File: src/design/idx_decode_defs.svh
// Constants for the indexed postbyte decoder
`ifndef IDX_DECODE_DEFS_SVH
`define IDX_DECODE_DEFS_SVH
`define PAGE2_PREFIX 8'h18
`define BASE_HI 7
`define BASE_LO 6
`define LONG_BASE_HI 4
`define LONG_BASE_LO 3
`define LONG_FORM_TOP 3'h7
`define AUTO_BIT 5
`define ACC_BIT 2
`define BUS_DIV_COUNT 1'h1
`endif

File: src/design/idx_decode_pkg.sv
// Types shared by the indexed postbyte decoder
package idx_decode_pkg;
  typedef enum logic [1:0] {
    base_x = 2'b00,
    base_y = 2'b01,
    base_sp = 2'b10,
    base_pc = 2'b11
  } base_reg_e;

  typedef enum logic [3:0] {
    mode_const5 = 4'h0,
    mode_const9 = 4'h1,
    mode_const16 = 4'h2,
    mode_ind16 = 4'h3,
    mode_pre_mod = 4'h4,
    mode_post_mod = 4'h5,
    mode_acc_a = 4'h6,
    mode_acc_b = 4'h7,
    mode_acc_d = 4'h8,
    mode_ind_d = 4'h9,
    mode_invalid = 4'hf
  } idx_mode_e;

  typedef enum logic [2:0] {
    st_opcode = 3'b000,
    st_opcode2 = 3'b001,
    st_postbyte = 3'b010,
    st_ext_hi = 3'b011,
    st_ext_lo = 3'b100,
    st_done = 3'b101
  } fetch_state_e;

  // Register values fed in from the datapath
  typedef struct packed {
    logic [15:0] x;
    logic [15:0] y;
    logic [15:0] sp;
    logic [15:0] pc;
    logic [15:0] d;
  } reg_file_s;

  // Result handed to the address datapath
  typedef struct packed {
    base_reg_e base;
    idx_mode_e mode;
    logic indirect;
    logic [15:0] offset;
    logic [15:0] eff_addr;
    logic wb_en;
    logic [15:0] wb_value;
    logic page2;
    logic [7:0] opcode;
  } decode_out_s;
endpackage

File: src/design/indexed_postbyte_decoder.sv
// Indexed postbyte decoder with opcode page tracking and bus clock divider
// Contract
// [RULE1] Postbyte follows opcode, then zero-two extension bytes
// [RULE2] Base field selects X, Y, SP, PC
// [RULE3] Bit5 clear: signed five-bit offset
// [RULE4] 111rr0zs: z selects 9-bit or 16-bit
// [RULE5] 111rr011 is 16-bit offset indirect
// [RULE6] rr1pnnnn auto modify, pre or post
// [RULE7] Step field encodes +1..+8, -8..-1
// [RULE8] Auto modify invalid with program counter
// [RULE9] 111rr1aa accumulator offset A, B, D
// [RULE10] 111rr111 is D offset indirect
// [RULE11] Byte opcodes; prefix 18 selects page two
// [RULE12] Extension bytes supply offsets to instruction
// [RULE13] Bus clock is half input clock
// [RULE14] Address is base plus offset
// [RULE15] Indirect forms flag pointer fetch
// [RULE16] 9-bit uses one byte, 16-bit two
// [RULE17] Pre uses updated value, post original
`timescale 1ns/1ps
`default_nettype none
`include "idx_decode_defs.svh"

module indexed_postbyte_decoder (
  input wire logic core_clk,
  input wire logic reset_n,
  input wire logic byte_valid,
  input wire logic [7:0] byte_in,
  input wire idx_decode_pkg::reg_file_s regs,
  input wire logic [7:0] acc_a,
  input wire logic [7:0] acc_b,
  input wire logic indexed_op,
  output logic byte_taken_ff,
  output idx_decode_pkg::decode_out_s result_ff,
  output logic result_valid_ff,
  output logic bus_clock_output_ff,
  output logic bus_clk_en_ff
);

  // Fetch state and captured bytes
  idx_decode_pkg::fetch_state_e state_ff;
  idx_decode_pkg::fetch_state_e nxt_state;
  logic [7:0] indexing_postbyte_ff;
  logic [7:0] ext_hi_ff;
  logic page2_ff;
  logic [7:0] opcode_ff;
  logic div_ff;

  // Postbyte fields
  logic [1:0] base_register_field;
  logic [1:0] accumulator_offset_field;
  logic long_form;
  logic [1:0] ext_count;
  idx_decode_pkg::idx_mode_e mode;
  logic [15:0] base_val;
  logic [15:0] step;
  logic [15:0] offset;
  logic [15:0] sum;
  logic [15:0] eff_addr;
  logic indirect;
  // Last operand byte in hand this cycle
  logic publish;

  // Long forms carry the base field lower down, under the 111 marker
  assign base_register_field = long_form ? indexing_postbyte_ff[`LONG_BASE_HI:`LONG_BASE_LO]
                                         : indexing_postbyte_ff[`BASE_HI:`BASE_LO]; // see [RULE2]
  assign accumulator_offset_field = indexing_postbyte_ff[1:0];
  assign long_form = (indexing_postbyte_ff[7:5] == `LONG_FORM_TOP);

  // Mode classification of the stored postbyte
  always_comb begin
    mode = idx_decode_pkg::mode_invalid;
    ext_count = 2'h0;
    indirect = 1'b0;
    if (!indexing_postbyte_ff[`AUTO_BIT]) begin
      mode = idx_decode_pkg::mode_const5; // see [RULE3]
    end else if (long_form) begin
      if (!indexing_postbyte_ff[`ACC_BIT]) begin
        case (indexing_postbyte_ff[1:0])
          2'b00, 2'b01: begin
            mode = idx_decode_pkg::mode_const9; // see [RULE4]
            ext_count = 2'h1; // see [RULE16]
          end
          2'b10: begin
            mode = idx_decode_pkg::mode_const16; // see [RULE4]
            ext_count = 2'h2; // see [RULE16]
          end
          default: begin
            mode = idx_decode_pkg::mode_ind16; // see [RULE5]
            ext_count = 2'h2;
            indirect = 1'b1; // see [RULE15]
          end
        endcase
      end else begin
        case (accumulator_offset_field) // see [RULE9]
          2'b00: begin
            mode = idx_decode_pkg::mode_acc_a;
          end
          2'b01: begin
            mode = idx_decode_pkg::mode_acc_b;
          end
          2'b10: begin
            mode = idx_decode_pkg::mode_acc_d;
          end
          default: begin
            mode = idx_decode_pkg::mode_ind_d; // see [RULE10]
            indirect = 1'b1; // see [RULE15]
          end
        endcase
      end
    end else if (base_register_field != idx_decode_pkg::base_pc) begin // see [RULE8]
      // Guard kept although rr 11 with bit 5 set always lands in the long forms
      mode = indexing_postbyte_ff[4] ? idx_decode_pkg::mode_post_mod
                                     : idx_decode_pkg::mode_pre_mod; // see [RULE6]
    end
  end

  // Base register select
  always_comb begin
    case (base_register_field) // see [RULE2]
      2'b00: begin
        base_val = regs.x;
      end
      2'b01: begin
        base_val = regs.y;
      end
      2'b10: begin
        base_val = regs.sp;
      end
      default: begin
        base_val = regs.pc;
      end
    endcase
  end

  // Step: 0000..0111 is +1..+8, 1000..1111 is -8..-1; no zero step
  always_comb begin
    if (indexing_postbyte_ff[3]) begin
      step = {{12{1'b1}}, indexing_postbyte_ff[3:0]}; // see [RULE7]
    end else begin
      // Positive codes are biased by one so a zero step never occurs
      step = {12'h000, indexing_postbyte_ff[3:0]} + 16'h0001; // see [RULE7]
    end
  end

  // Offset per mode; extension low byte comes straight from the queue
  always_comb begin
    case (mode)
      idx_decode_pkg::mode_const5:
        offset = {{11{indexing_postbyte_ff[4]}}, indexing_postbyte_ff[4:0]};
      idx_decode_pkg::mode_const9:
        offset = {{8{indexing_postbyte_ff[0]}}, byte_in}; // see [RULE12]
      idx_decode_pkg::mode_const16, idx_decode_pkg::mode_ind16:
        offset = {ext_hi_ff, byte_in}; // see [RULE12]
      idx_decode_pkg::mode_pre_mod, idx_decode_pkg::mode_post_mod:
        offset = step;
      idx_decode_pkg::mode_acc_a:
        offset = {8'h00, acc_a}; // Accumulators count as unsigned
      idx_decode_pkg::mode_acc_b:
        offset = {8'h00, acc_b};
      idx_decode_pkg::mode_acc_d, idx_decode_pkg::mode_ind_d:
        offset = regs.d;
      default:
        offset = 16'h0000;
    endcase
  end

  assign sum = base_val + offset; // see [RULE14]
  // Post form addresses with the original value, pre with the updated
  assign eff_addr = (mode == idx_decode_pkg::mode_post_mod) ? base_val : sum; // see [RULE17]

  // Result goes out once the decode cycle or the last extension byte is seen
  assign publish = (state_ff == idx_decode_pkg::st_done && ext_count == 2'h0) ||
                   (state_ff == idx_decode_pkg::st_ext_lo && byte_valid); // see [RULE1]

  // Fetch sequencing
  always_comb begin
    nxt_state = state_ff;
    case (state_ff)
      idx_decode_pkg::st_opcode, idx_decode_pkg::st_opcode2: begin
        if (byte_valid) begin
          if (state_ff == idx_decode_pkg::st_opcode && byte_in == `PAGE2_PREFIX) begin
            nxt_state = idx_decode_pkg::st_opcode2; // see [RULE11]
          end else if (indexed_op) begin
            nxt_state = idx_decode_pkg::st_postbyte; // see [RULE1]
          end else begin
            nxt_state = idx_decode_pkg::st_opcode;
          end
        end
      end
      idx_decode_pkg::st_postbyte: begin
        if (byte_valid) begin
          nxt_state = idx_decode_pkg::st_done;
        end
      end
      idx_decode_pkg::st_done: begin
        // Postbyte now stored; decide how many extension bytes follow
        if (ext_count == 2'h2) begin
          nxt_state = idx_decode_pkg::st_ext_hi; // see [RULE1]
        end else if (ext_count == 2'h1) begin
          nxt_state = idx_decode_pkg::st_ext_lo;
        end else begin
          nxt_state = idx_decode_pkg::st_opcode;
        end
      end
      idx_decode_pkg::st_ext_hi: begin
        if (byte_valid) begin
          nxt_state = idx_decode_pkg::st_ext_lo;
        end
      end
      idx_decode_pkg::st_ext_lo: begin
        if (byte_valid) begin
          nxt_state = idx_decode_pkg::st_opcode;
        end
      end
      default: begin
        nxt_state = idx_decode_pkg::st_opcode; // Unused codes recover at a boundary
      end
    endcase
  end

  // Reset puts the fetch back at an opcode boundary
  always_ff @(posedge core_clk) begin
    if (!reset_n) begin
      state_ff <= idx_decode_pkg::st_opcode;
    end else begin
      state_ff <= nxt_state;
    end
  end

  // Byte capture
  always_ff @(posedge core_clk) begin
    if (!reset_n) begin
      indexing_postbyte_ff <= 8'h00;
      ext_hi_ff <= 8'h00;
      opcode_ff <= 8'h00;
      page2_ff <= 1'b0;
      byte_taken_ff <= 1'b0;
    end else begin
      byte_taken_ff <= byte_valid && (state_ff != idx_decode_pkg::st_done);
      if (byte_valid) begin
        case (state_ff)
          idx_decode_pkg::st_opcode: begin
            page2_ff <= (byte_in == `PAGE2_PREFIX);
            opcode_ff <= byte_in;
          end
          idx_decode_pkg::st_opcode2: begin
            opcode_ff <= byte_in; // Page flag stays set from the prefix
          end
          idx_decode_pkg::st_postbyte: begin
            indexing_postbyte_ff <= byte_in;
          end
          idx_decode_pkg::st_ext_hi: begin
            ext_hi_ff <= byte_in;
          end
          default: ;
        endcase
      end
    end
  end

  // Result publish: when the last byte of the operand is in hand
  always_ff @(posedge core_clk) begin
    if (!reset_n) begin
      result_ff <= '0;
      result_valid_ff <= 1'b0;
    end else begin
      result_valid_ff <= 1'b0;
      if (publish) begin
        result_valid_ff <= 1'b1;
        result_ff.base <= idx_decode_pkg::base_reg_e'(base_register_field);
        result_ff.mode <= mode;
        result_ff.indirect <= indirect; // see [RULE15]
        result_ff.offset <= offset;
        result_ff.eff_addr <= eff_addr;
        result_ff.wb_en <= (mode == idx_decode_pkg::mode_pre_mod) ||
                           (mode == idx_decode_pkg::mode_post_mod); // see [RULE17]
        result_ff.wb_value <= sum;
        result_ff.page2 <= page2_ff;
        result_ff.opcode <= opcode_ff;
      end
    end
  end

  // Divide by two; bus clock and its enable pulse
  // Both leave flip-flops, so the pin never sees a decode glitch
  always_ff @(posedge core_clk) begin
    if (!reset_n) begin
      div_ff <= 1'b0;
      bus_clock_output_ff <= 1'b0;
      bus_clk_en_ff <= 1'b0;
    end else begin
      div_ff <= ~div_ff; // see [RULE13]
      bus_clock_output_ff <= div_ff;
      bus_clk_en_ff <= (div_ff == `BUS_DIV_COUNT);
    end
  end

endmodule

`default_nettype wire
File: config.mk
export PLATFORM = sky130hd
export DESIGN_NAME = indexed_postbyte_decoder
export DESIGN_NICKNAME = d
export VERILOG_FILES = /design/src/design/idx_decode_pkg.sv /design/src/design/indexed_postbyte_decoder.sv
export VERILOG_INCLUDE_DIRS = /design/src /design/src/design
export SDC_FILE = /design/constraint.sdc
export NUM_CORES = 1
export LEC_CHECK = 0
export BUFFER_PORTS_ARGS = -buffer_cell sky130_fd_sc_hd__buf_2
export CAP_MARGIN = 20
export CORE_ASPECT_RATIO = 2
export CORE_UTILIZATION = 35
export DETAILED_ROUTE_END_ITERATION = 8
export HOLD_SLACK_MARGIN = 0.08
export PLACE_DENSITY_LB_ADDON = 0.25
export SETUP_SLACK_MARGIN = 0.2
export SLEW_MARGIN = 20
export SYNTH_ARGS = -nofsm -noshare
export SYNTH_HDL_FRONTEND = slang
export SYNTH_SLANG_ARGS = --single-unit
File: constraint.sdc
create_clock -name core_clk -period 4.6 [get_ports core_clk]
set_input_delay 0.69 -clock core_clk [delete_from_list [all_inputs] [get_ports core_clk]]
set_output_delay 0.69 -clock core_clk [all_outputs]
set_load 0.01 [all_outputs]
# Yosys cells after proc, flatten, opt, wreduce, memory -nomap -nowiden
# Cells that the tools add are included.
[word_totals] in_bits=108 mem_count=0 ram_bits=0 ff_bits=97 elab_cells=100 out_inout_bits=69 mem_bits_ro=0 latchBits=0
[op_classes] shifts=0 muxes=29 eq_ne=28 reduce_logical=22 multipliers=0 magnitude_cmp=0 div=0 bitwise_logic=1 add_sub_neg=2
[op_table] op="case mux 16 bit (7 select lines)" count=1
[op_table] op="case mux 16 bit (3 select lines)" count=1
[op_table] op="2-to-1 mux 16 bit" count=2
[op_table] op="2-to-1 mux 3 bit" count=6
[op_table] op="adder 16 bit" count=1
[op_table] op="equality test 4 x 3 -> 1 bit, second input constant" count=4
[op_table] op="2-to-1 mux 4 bit" count=4
[op_table] op="case mux 3 bit (5 select lines)" count=1
[op_table] op="2-to-1 mux 2 bit" count=7
[op_table] op="case mux 4 bit (3 select lines)" count=1
[op_table] op="OR reduction 2 bit" count=5
[op_table] op="equality test 3 bit, second input constant" count=3
[op_table] op="equality test 4 x 2 -> 1 bit, second input constant" count=2
[op_table] op="equality test 4 bit, second input constant" count=2
[op_table] op="equality test 8 x 5 -> 1 bit, second input constant" count=1
[op_table] op="!= test 2 bit, second input constant" count=4
[op_table] op="AND reduction 2 bit" count=4
[op_table] op="equality test 2 x 1 -> 1 bit, second input constant" count=3
[op_table] op="equality test 2 bit, second input constant" count=3
[op_table] op="equality test 3 x 2 -> 1 bit, second input constant" count=2
[op_table] op="logical NOT 2 bit" count=3
[op_table] op="adder 4 x 1 -> 5 bit, second input constant" count=1
[op_table] op="2-to-1 mux 1 bit" count=5
[op_table] op="equality test 4 x 1 -> 1 bit, second input constant" count=1
[op_table] op="11 further kinds" count=15

# Depth between registers and ports, before layout
# Gate-level depths: netlist of the first run.
[logic_depth] ltp_word=11 depth_mapped=17 ltp_nobuf=17

# Worst setup path before layout of the first run
# OpenSTA, ideal clock, no wires.
[synth_path] path_kind="flip-flop to flip-flop" startpoint="reg indexing_postbyte_ff[1]" endpoint="reg result_ff[38] (netlist name)" path_buffers=0 synth_period_minus_slack_ns=3.804 setup_time_ns=0.132 required_ns=4.468 slack_ns=0.796 arrival_time_ns=3.671 stages_incl_launch_ff=18 cell_sequence="dfxtp_1 -> inv_1 -> ha_1 -> nor3b_1 -> o21ai_0 -> a211oi_4 -> nor2_1 -> nand2_1 -> o211ai_1 -> ha_1 -> fa_1 -> a21oi_1 -> o22ai_1 -> a221oi_1 -> nand2b_1 -> nor3b_1 -> a311oi_1 -> a21oi_1"
[synth_via] elab_chain_len=11 elab_cells_between_ends=34 classes_between="add/sub: 2; eq/ne: 11; mux: 12; reduce/logical: 9"
[synth_lines] element="start: declaration" line="indexed_postbyte_decoder.sv:43" text="logic [7:0] indexing_postbyte_ff;"
[synth_lines] element="start signal: assignment" line="indexed_postbyte_decoder.sv:251" text="indexing_postbyte_ff <= byte_in;"
[synth_lines] element="equality test 2 x 1 -> 1 bit / logical NOT 2 bit (equally long branches)" line="indexed_postbyte_decoder.sv:79, indexed_postbyte_decoder.sv:95"
[synth_lines] element="OR reduction 2 bit"
[synth_lines] element="case mux 2 bit (2 select lines)" line="indexed_postbyte_decoder.sv:79" text="case (indexing_postbyte_ff[1:0])"
[synth_lines] element="2-to-1 mux 4 bit (*)" line="indexed_postbyte_decoder.sv:78" text="if (!indexing_postbyte_ff[`ACC_BIT]) begin"
[synth_lines] element="2-to-1 mux 4 bit (*)" line="indexed_postbyte_decoder.sv:77" text="end else if (long_form) begin"
[synth_lines] element="2-to-1 mux 4 bit (*)" line="indexed_postbyte_decoder.sv:75" text="if (!indexing_postbyte_ff[`AUTO_BIT]) begin"
[synth_lines] element="equality test 4 bit, or another cell as far along" line="indexed_postbyte_decoder.sv:148" text="case (mode)"
[synth_lines] element="OR reduction 2 bit" line="indexed_postbyte_decoder.sv:148"
[synth_lines] element="case mux 16 bit (7 select lines) (*)" line="indexed_postbyte_decoder.sv:148"
[synth_lines] element="via offset[0]" line="indexed_postbyte_decoder.sv:57" text="logic [15:0] offset;"
[synth_lines] element="adder 16 bit (*)" line="indexed_postbyte_decoder.sv:168" text="assign sum = base_val + offset;"
[synth_lines] element="2-to-1 mux 16 bit (*)" line="indexed_postbyte_decoder.sv:170" text="assign eff_addr = (mode == idx_decode_pkg::mode_post_mod) ? base_val : sum;"
[synth_lines] element="end: declaration" line="indexed_postbyte_decoder.sv:34" text="output idx_decode_pkg::decode_out_s result_ff,"
# Mark *: on every way through the listed nets, which the timed path passes. The rest lies on a longest branch.
# A chain may end at the register's enable or synchronous reset.

# Worst setup path in the final report of the first run
[layout_path] startpoint="reg indexing_postbyte_ff[2]" endpoint="reg result_ff[24] (netlist name)"
[layout_via] elab_chain_len=7 elab_cells_between_ends=26 classes_between="add/sub: 2; eq/ne: 9; mux: 8; reduce/logical: 7"
[layout_lines] element="2-to-1 mux 4 bit" line="indexed_postbyte_decoder.sv:78"
[layout_lines] element="2-to-1 mux 4 bit" line="indexed_postbyte_decoder.sv:77"
[layout_lines] element="2-to-1 mux 4 bit" line="indexed_postbyte_decoder.sv:75"
[layout_lines] element="equality test 4 bit, or another cell as far along" line="indexed_postbyte_decoder.sv:148"
[layout_lines] element="OR reduction 2 bit" line="indexed_postbyte_decoder.sv:148"
[layout_lines] element="case mux 16 bit (7 select lines) (*)" line="indexed_postbyte_decoder.sv:148"
[layout_lines] element="via offset[4]" line="indexed_postbyte_decoder.sv:57"
[layout_lines] element="adder 16 bit (*)" line="indexed_postbyte_decoder.sv:168"
# Marks and branches as above.

==> flow_metrics.py, run 1 <==
metrics = {
    "synth": {
        "yosysSeqAreaShare_pct": 35.26,
        "synth.net_count": 799,
        "ys_ff_latch": 97,
        "synthArstFlopShare_pct": 0,
        "synthesis.area_per_instance_um2": 8.221,
        "most_frequent_cells_after_synthesis": "114 x sky130_fd_sc_hd__nand2_1, 97 x sky130_fd_sc_hd__dfxtp_1, 80 x sky130_fd_sc_hd__nor2_1",
        "cell_with_the_most_instances_after_synthesis": "sky130_fd_sc_hd__nand2_1",
        "synth.area.top_cells": "sky130_fd_sc_hd__dfxtp_1 35%, sky130_fd_sc_hd__nand2_1 7.8%, sky130_fd_sc_hd__a21oi_1 6.8%, sky130_fd_sc_hd__mux4_2 6.5%, sky130_fd_sc_hd__nor2_1 5.5%",
        "synth-edff-count": 0,
        "area_fraction_of_the_dominant_cell_type_after_synthesis_pct": 35.26,
        "synth_ff_type": "sky130_fd_sc_hd__dfxtp_1",
        "post_synth_inst_count": 670,
        "number_of_synthesis_warnings": 0,
        "synth_top_area_cell": "sky130_fd_sc_hd__dfxtp_1",
        "netlist-cell-type-count": 68,
        "netlist_area_mm2": 0.005508,
    },
    "critical_path": {
        "library_cell_contributing_the_largest_single_delay_on_the_critical_path": "sky130_fd_sc_hd__dfxtp_1",
        "path_max_fanout": 14,
        "data_required_critical_path_ps": 4880,
        "worst_setup_path_end_kind": "flip-flop",
        "worst-endpoint-arrival_ps": 4400,
        "cp_cell_sequence": "nor3b_1 > o21ai_0 > a211oi_4 > buf_4 > mux2i_1 > o221ai_1 > ha_1 > a21oi_1 > nand2_1 > o21ai_2 > a21oi_1 > a211o_1 > a2111o_1 > o211ai_2",
        "cpLargestDelayFamily": "compound AO/OA/AOI/OAI gates",
        "crit_path_max_incr_delay_ps": 670,
        "critPathBufInv": 1,
        "cp-start-kind": "flip-flop",
        "crit_top_cell": "sky130_fd_sc_hd__a21oi_1",
        "critical_path_class": "reg2reg",
    },
    "run": {
        "max-cap-violations": 0,
    },
    "outcome": {
        "status": "complete, no violations",
    },
    "sta": {
        "setup_repair_after_global_routing_missed_its_margin": "yes",
        "total_negative_setup_slacks_ps": 0,
        "worst_pin_slew_ps": 1037,
        "timing.max_slew.rel_slack_pct": 30.86,
        "timing.final.max_slew_violations": 0,
        "whs_ps": 404.4,
        "finalHoldViolations": 0,
        "crit_share_post_route_pct": 89.54,
        "shortest_period_the_worst_path_allows_ps": 4119,
        "final-setup-viol-count": 0,
        "maximum_clock_skew_at_final_layout_ps": 8.098,
        "fmaxAchievable_mhz": 242.8,
    },
    "floorplanning": {
        "initial_cell_density_of_the_core_pct": 35.82,
        "core_mm2": 0.01537,
        "top_level_ports": 177,
        "floorplan.die.height_um": 179.4,
        "rows": 64,
        "die-width_um": 90.71,
        "fp.dieArea_mm2": 0.01627,
    },
    "clocking": {
        "clock-sinks": 97,
        "clock_latency_ps": 350,
        "clock_h_tree_levels": 3,
        "cts_buffers": 9,
        "cts-root-buf": "sky130_fd_sc_hd__clkbuf_16",
        "clk_path_buf_depth": 2,
        "cts_hold_buffers": 0,
        "cts_tree": "done",
        "clk_pin_slew_worst_paths_ps": 70,
    },
    "drt": {
        "detailroute.wirelength.met3_um": 1006,
        "wirelength_met1_um": 6862,
        "per_cell_routed_wire_length_um": 18.79,
        "top_signal_layer_used": "met4",
        "detail_routed_via_count_per_cell": 5.442,
        "drc_errors": 0,
        "firstDrtPassIters": 5,
        "ant_nets": 0,
        "detailroute.wirelength.met2_um": 10450,
        "routed-via-count": 5611,
        "violation_count_after_the_first_detailed_routing_iteration": 246,
        "postRouteWirelength_um": 19370,
    },
    "global_routing": {
        "grt_antenna_before_repair": 0,
        "grt_pass1_vias": 5558,
        "grt_pass1_wl_um": 30100,
        "largest_net_degree_at_the_start_of_global_routing": 70,
        "grt_overflow_total": 0,
        "grt.total_usage_pct": 24.09,
    },
    "placed_design": {
        "dp.final_hpwl_um": 15220,
        "routability_cong": 0.9039,
        "port_buffers": 176,
    },
    "finish": {
        "num_antenna_cells": 0,
        "drive_gt1_share_pct": 30.25,
        "fillerInstances": 1599,
        "multiInputGateArea_mm2": 0.003356,
        "area_growth_syn_to_layout_pct": 25.12,
        "area.sequential_mm2": 0.001944,
        "nets": 957,
    },
    "pwr": {
        "worst_ir_drop_vdd_mv": 0.1760,
        "cellLeakagePower_nw": 3.025,
        "powerDensity_mw_per_mm2": 281.1,
    },
    "hold_path": {
        "hold_class": "reg2reg",
    },
}
## where the power goes
part,switching (W),total (W),internal [W]
registers,0.0000136,0.000870,0.000857
logic,0.000154,0.000272,0.000118
clock network,0.000351,0.000795,0.000444
## worst paths after layout
kind                                         startpoint             to  slack (ps)  cells past startpoint
worst max-delay path            indexing_postbyte_ff[2]  result_ff[24]         480                     14
worst min-delay path                             div_ff         div_ff         400                      1
worst max register to register  indexing_postbyte_ff[2]  result_ff[24]         480                     14
worst min register to register                   div_ff         div_ff         400                      1
## timing repair
| action | 4_1_cts | 5_1_grt |
|---|---|---|
| gates resized for setup | 0 | 8 |
| setup buffers | 0 | 3 |
| endpoints found under the setup margin | 0 | 12 |
## cell families (layout without fill, tap and decap cells)
family	Yosys count	in the layout	synth area share [%]
buffers and inverters	55	218	4.294
flip-flops	97	97	35.26
AO/OA/AOI/OAI	176	176	21.42
AND/OR/NAND/NOR	277	277	22.74
XOR/XNOR	11	11	1.749
adder cells (fa/ha/maj)	21	21	4.907
multiplexers	33	33	9.632
## sequential cells by signal (all words and copies together), names as in the netlist
register and cells:
ext_hi_ff 8, result_valid_ff 1, div_ff 1, opcode_ff 8, state_ff 3, byte_taken_ff 1, page2_ff 1, bus_clk_en_ff 1
indexing_postbyte_ff 8, result_ff 65
## per-layer routing
layer  vias up  GRT usage (%)
met5         -              0
met4         0          13.55
met3        53          4.611
met2       219          45.58
met1      2612          23.90
li1       2727              -
## cells in the final DEF, fill, tap and decap left out, types with 5 or more instances in the layout
cell type and n:
sky130_fd_sc_hd__nor2_1 79, sky130_fd_sc_hd__clkbuf_16 9, sky130_fd_sc_hd__a221o_1 10, sky130_fd_sc_hd__nand3_1 19, sky130_fd_sc_hd__mux2i_1 17, sky130_fd_sc_hd__buf_2 176, sky130_fd_sc_hd__a311oi_1 8, sky130_fd_sc_hd__nand2_1 114
sky130_fd_sc_hd__dfxtp_1 95, sky130_fd_sc_hd__xnor2_1 9, sky130_fd_sc_hd__o21ai_2 5, sky130_fd_sc_hd__o211ai_1 6, sky130_fd_sc_hd__buf_4 15, sky130_fd_sc_hd__inv_1 10, sky130_fd_sc_hd__nor2b_1 5, sky130_fd_sc_hd__o21ai_0 17
sky130_fd_sc_hd__o221ai_1 7, sky130_fd_sc_hd__a22oi_1 5, sky130_fd_sc_hd__mux4_2 16, sky130_fd_sc_hd__a21oi_1 75, sky130_fd_sc_hd__nor3_1 19, sky130_fd_sc_hd__nand2b_1 10, sky130_fd_sc_hd__ha_1 20
## cell type report
cell class              count  area share (%)
clock buffers              10           3.468
clock inverters             6           1.017
inverters                  11          0.5991
multi-input cells         518           48.69
flip-flops and latches     97           28.21
well taps                 198           3.595
repair buffers            191           14.42
## stage by stage
stage               setup slack [ps]  util, %  std cells  total power [W]  instance area (um2)
floorplan                      796.3        -        670         0.001044                 5508
global placement               399.4    42.55       1012         0.001158                 6541
detailed placement             306.3    42.55       1012         0.001160                 6541
CTS                            266.3    44.56       1028         0.001955                 6850
global route                   157.6    44.82       1031         0.002020                 6892
finish                         480.9    44.82       1031         0.001937                 6892
Power figures use the tool's default switching activity.
==> run 2, diff against run 1 <==
--- a/config.mk
+++ b/config.mk
@@ -8,7 +8,7 @@
 export LEC_CHECK = 0
 export BUFFER_PORTS_ARGS = -buffer_cell sky130_fd_sc_hd__buf_2
 export CAP_MARGIN = 20
-export CORE_ASPECT_RATIO = 2
+export CORE_ASPECT_RATIO = 0.75
 export CORE_UTILIZATION = 35
 export DETAILED_ROUTE_END_ITERATION = 8
 export HOLD_SLACK_MARGIN = 0.08
==> run 2 against run 1 <==
Effect of this change:
- clock power fell by 2%
- total power fell by 0.95%
- worst setup slack improved by 49 ps
- design area rose by 0.44%
- via count fell by 0.98%
- final cell count rose by 0.97%
- non-clock buffer count rose by 3
- core utilization rose by 0.35 points
- clock-buffer cell count did not move
==> flow_metrics.py, run 2 (synthesized netlist as in run 1, its figures left out) <==
metrics = {
    "floorplanning": {
        "rows": 39,
        "core_mm2": 0.01532,
        "initial_cell_density_of_the_core_pct": 35.95,
        "fp.dieArea_mm2": 0.01625,
        "die-width_um": 146.9,
        "floorplan.die.height_um": 110.6,
        "top_level_ports": 177,
    },
    "sta": {
        "finalHoldViolations": 0,
        "crit_share_post_route_pct": 88.49,
        "whs_ps": 418.4,
        "setup_repair_after_global_routing_missed_its_margin": "no",
        "worst_pin_slew_ps": 745.4,
        "final-setup-viol-count": 0,
        "fmaxAchievable_mhz": 245.7,
        "maximum_clock_skew_at_final_layout_ps": 9.202,
        "total_negative_setup_slacks_ps": 0,
        "timing.max_slew.rel_slack_pct": 50.24,
        "timing.final.max_slew_violations": 0,
        "shortest_period_the_worst_path_allows_ps": 4070,
    },
    "critical_path": {
        "worst_setup_path_end_kind": "flip-flop",
        "path_max_fanout": 8,
        "worst-endpoint-arrival_ps": 4270,
        "r2r_cells": 17,
        "critical_path_class": "reg2reg",
        "data_required_critical_path_ps": 4800,
        "cp-start-kind": "flip-flop",
        "ff2ff_setup_slack_ps": 530,
    },
    "drt": {
        "violation_count_after_the_first_detailed_routing_iteration": 343,
        "ant_nets": 0,
        "firstDrtPassIters": 5,
        "detail_routed_via_count_per_cell": 5.337,
        "drc_errors": 0,
        "per_cell_routed_wire_length_um": 17.51,
        "routed-via-count": 5556,
        "postRouteWirelength_um": 18220,
    },
    "clocking": {
        "clk_path_buf_depth": 2,
        "clock_latency_ps": 350,
        "clk_pin_slew_worst_paths_ps": 70,
        "cts_tree": "done",
        "clock-sinks": 97,
        "clock_h_tree_levels": 3,
        "cts_buffers": 9,
        "cts-root-buf": "sky130_fd_sc_hd__clkbuf_16",
        "postCtsSetupRepairBufs": 0,
        "cts_hold_buffers": 0,
    },
    "finish": {
        "drive_gt1_share_pct": 30.50,
        "largest_register": "result_ff",
        "nets": 960,
        "num_antenna_cells": 0,
        "post_layout_nonfiller_instances": 1041,
        "area_growth_syn_to_layout_pct": 25.67,
        "largest_register_ffs": 65,
        "mostFrequentLayoutCell": "sky130_fd_sc_hd__buf_2",
        "layout_common_cells": "176 x sky130_fd_sc_hd__buf_2, 114 x sky130_fd_sc_hd__nand2_1, 95 x sky130_fd_sc_hd__dfxtp_1, 80 x sky130_fd_sc_hd__nor2_1, 75 x sky130_fd_sc_hd__a21oi_1",
    },
    "placed_design": {
        "place.detailed.instances": 1025,
        "routability_cong": 0.9492,
        "dp.final_hpwl_um": 13850,
        "port_buffers": 176,
    },
    "pwr": {
        "worst_ir_drop_vdd_mv": 0.1697,
        "powerDensity_mw_per_mm2": 277.2,
        "cellLeakagePower_nw": 3.029,
    },
    "global_routing": {
        "grt_pass1_vias": 5292,
        "largest_net_degree_at_the_start_of_global_routing": 43,
        "grt.total_usage_pct": 22.80,
        "grt_overflow_total": 0,
        "grt_antenna_before_repair": 0,
        "grt_pass1_wl_um": 29050,
    },
    "run": {
        "max-cap-violations": 0,
    },
    "outcome": {
        "status": "complete, no violations",
    },
    "hold_path": {
        "hold_class": "reg2reg",
        "worst_hold_path.num_cells": 1,
    },
}
==> run 2: worst max-delay path, stage by stage (launching register included) <==
cell and delay (ps):
sky130_fd_sc_hd__dfxtp_2 410, sky130_fd_sc_hd__inv_1 80, sky130_fd_sc_hd__ha_1 220, sky130_fd_sc_hd__nor3b_1 260, sky130_fd_sc_hd__o21ai_0 180, sky130_fd_sc_hd__a211oi_4 290, sky130_fd_sc_hd__nor2_1 120, sky130_fd_sc_hd__nand2_1 100
sky130_fd_sc_hd__o211ai_1 140, sky130_fd_sc_hd__ha_1 290, sky130_fd_sc_hd__fa_1 400, sky130_fd_sc_hd__a21oi_1 200, sky130_fd_sc_hd__o22ai_1 180, sky130_fd_sc_hd__a221oi_2 390, sky130_fd_sc_hd__nand2b_1 200, sky130_fd_sc_hd__nor3b_1 80
sky130_fd_sc_hd__a311oi_2 290, sky130_fd_sc_hd__a21oi_1 110
==> run 2: power by group <==
group | switching (W) | internal [W] | leakage, nW
Combinational | 0.000148 | 0.000118 | 2.10
Sequential | 0.0000144 | 0.000857 | 0.786
Clock | 0.000352 | 0.000429 | 0.144
Total | 0.000514 | 0.00140 | 3.03
==> run 2: final timing paths <==
path | end | from
max | result_ff[38] | indexing_postbyte_ff[1]
max reg2reg | result_ff[38] | indexing_postbyte_ff[1]
min reg2reg | div_ff | div_ff
min | div_ff | div_ff
==> run 2: final cells by class <==
| type | count | area [um2] |
|---|---|---|
| timing repair buffer | 194 | 1016 |
| inverter | 11 | 41.29 |
| fill | 1576 | 8401 |
| multi-input combinational | 518 | 3362 |
| tap | 205 | 256.5 |
| sequential | 97 | 1944 |
| clock buffer | 10 | 229.0 |
| clock inverter | 6 | 72.57 |
==> run 2: repair_timing <==
item                       in CTS  in global routing
resized for setup               1                  8
setup endpoints to repair       1                  5
cloned                          0                  0
==> run 2: stage by stage <==
step	setup WS (ps)	power [W]	instance area, um2	util [%]
2_1_floorplan	796.3	0.001044	5508	-
3_3_place_gp	355.4	0.001154	6595	43.04
3_5_place_dp	174.5	0.001153	6595	43.04
4_1_cts	310.4	0.001934	6897	45.01
5_1_grt	215.9	0.001996	6922	45.17
6_report	529.7	0.001919	6922	45.17
==> run 2: routing by layer <==
metal	track usage (%)	part of all wire (%)	up-vias
met5	0	0	-
met4	4.653	1.5	0
met3	5.248	7.7	19
met2	34.25	43	218
met1	33.06	48	2589
li1	-	-	2730
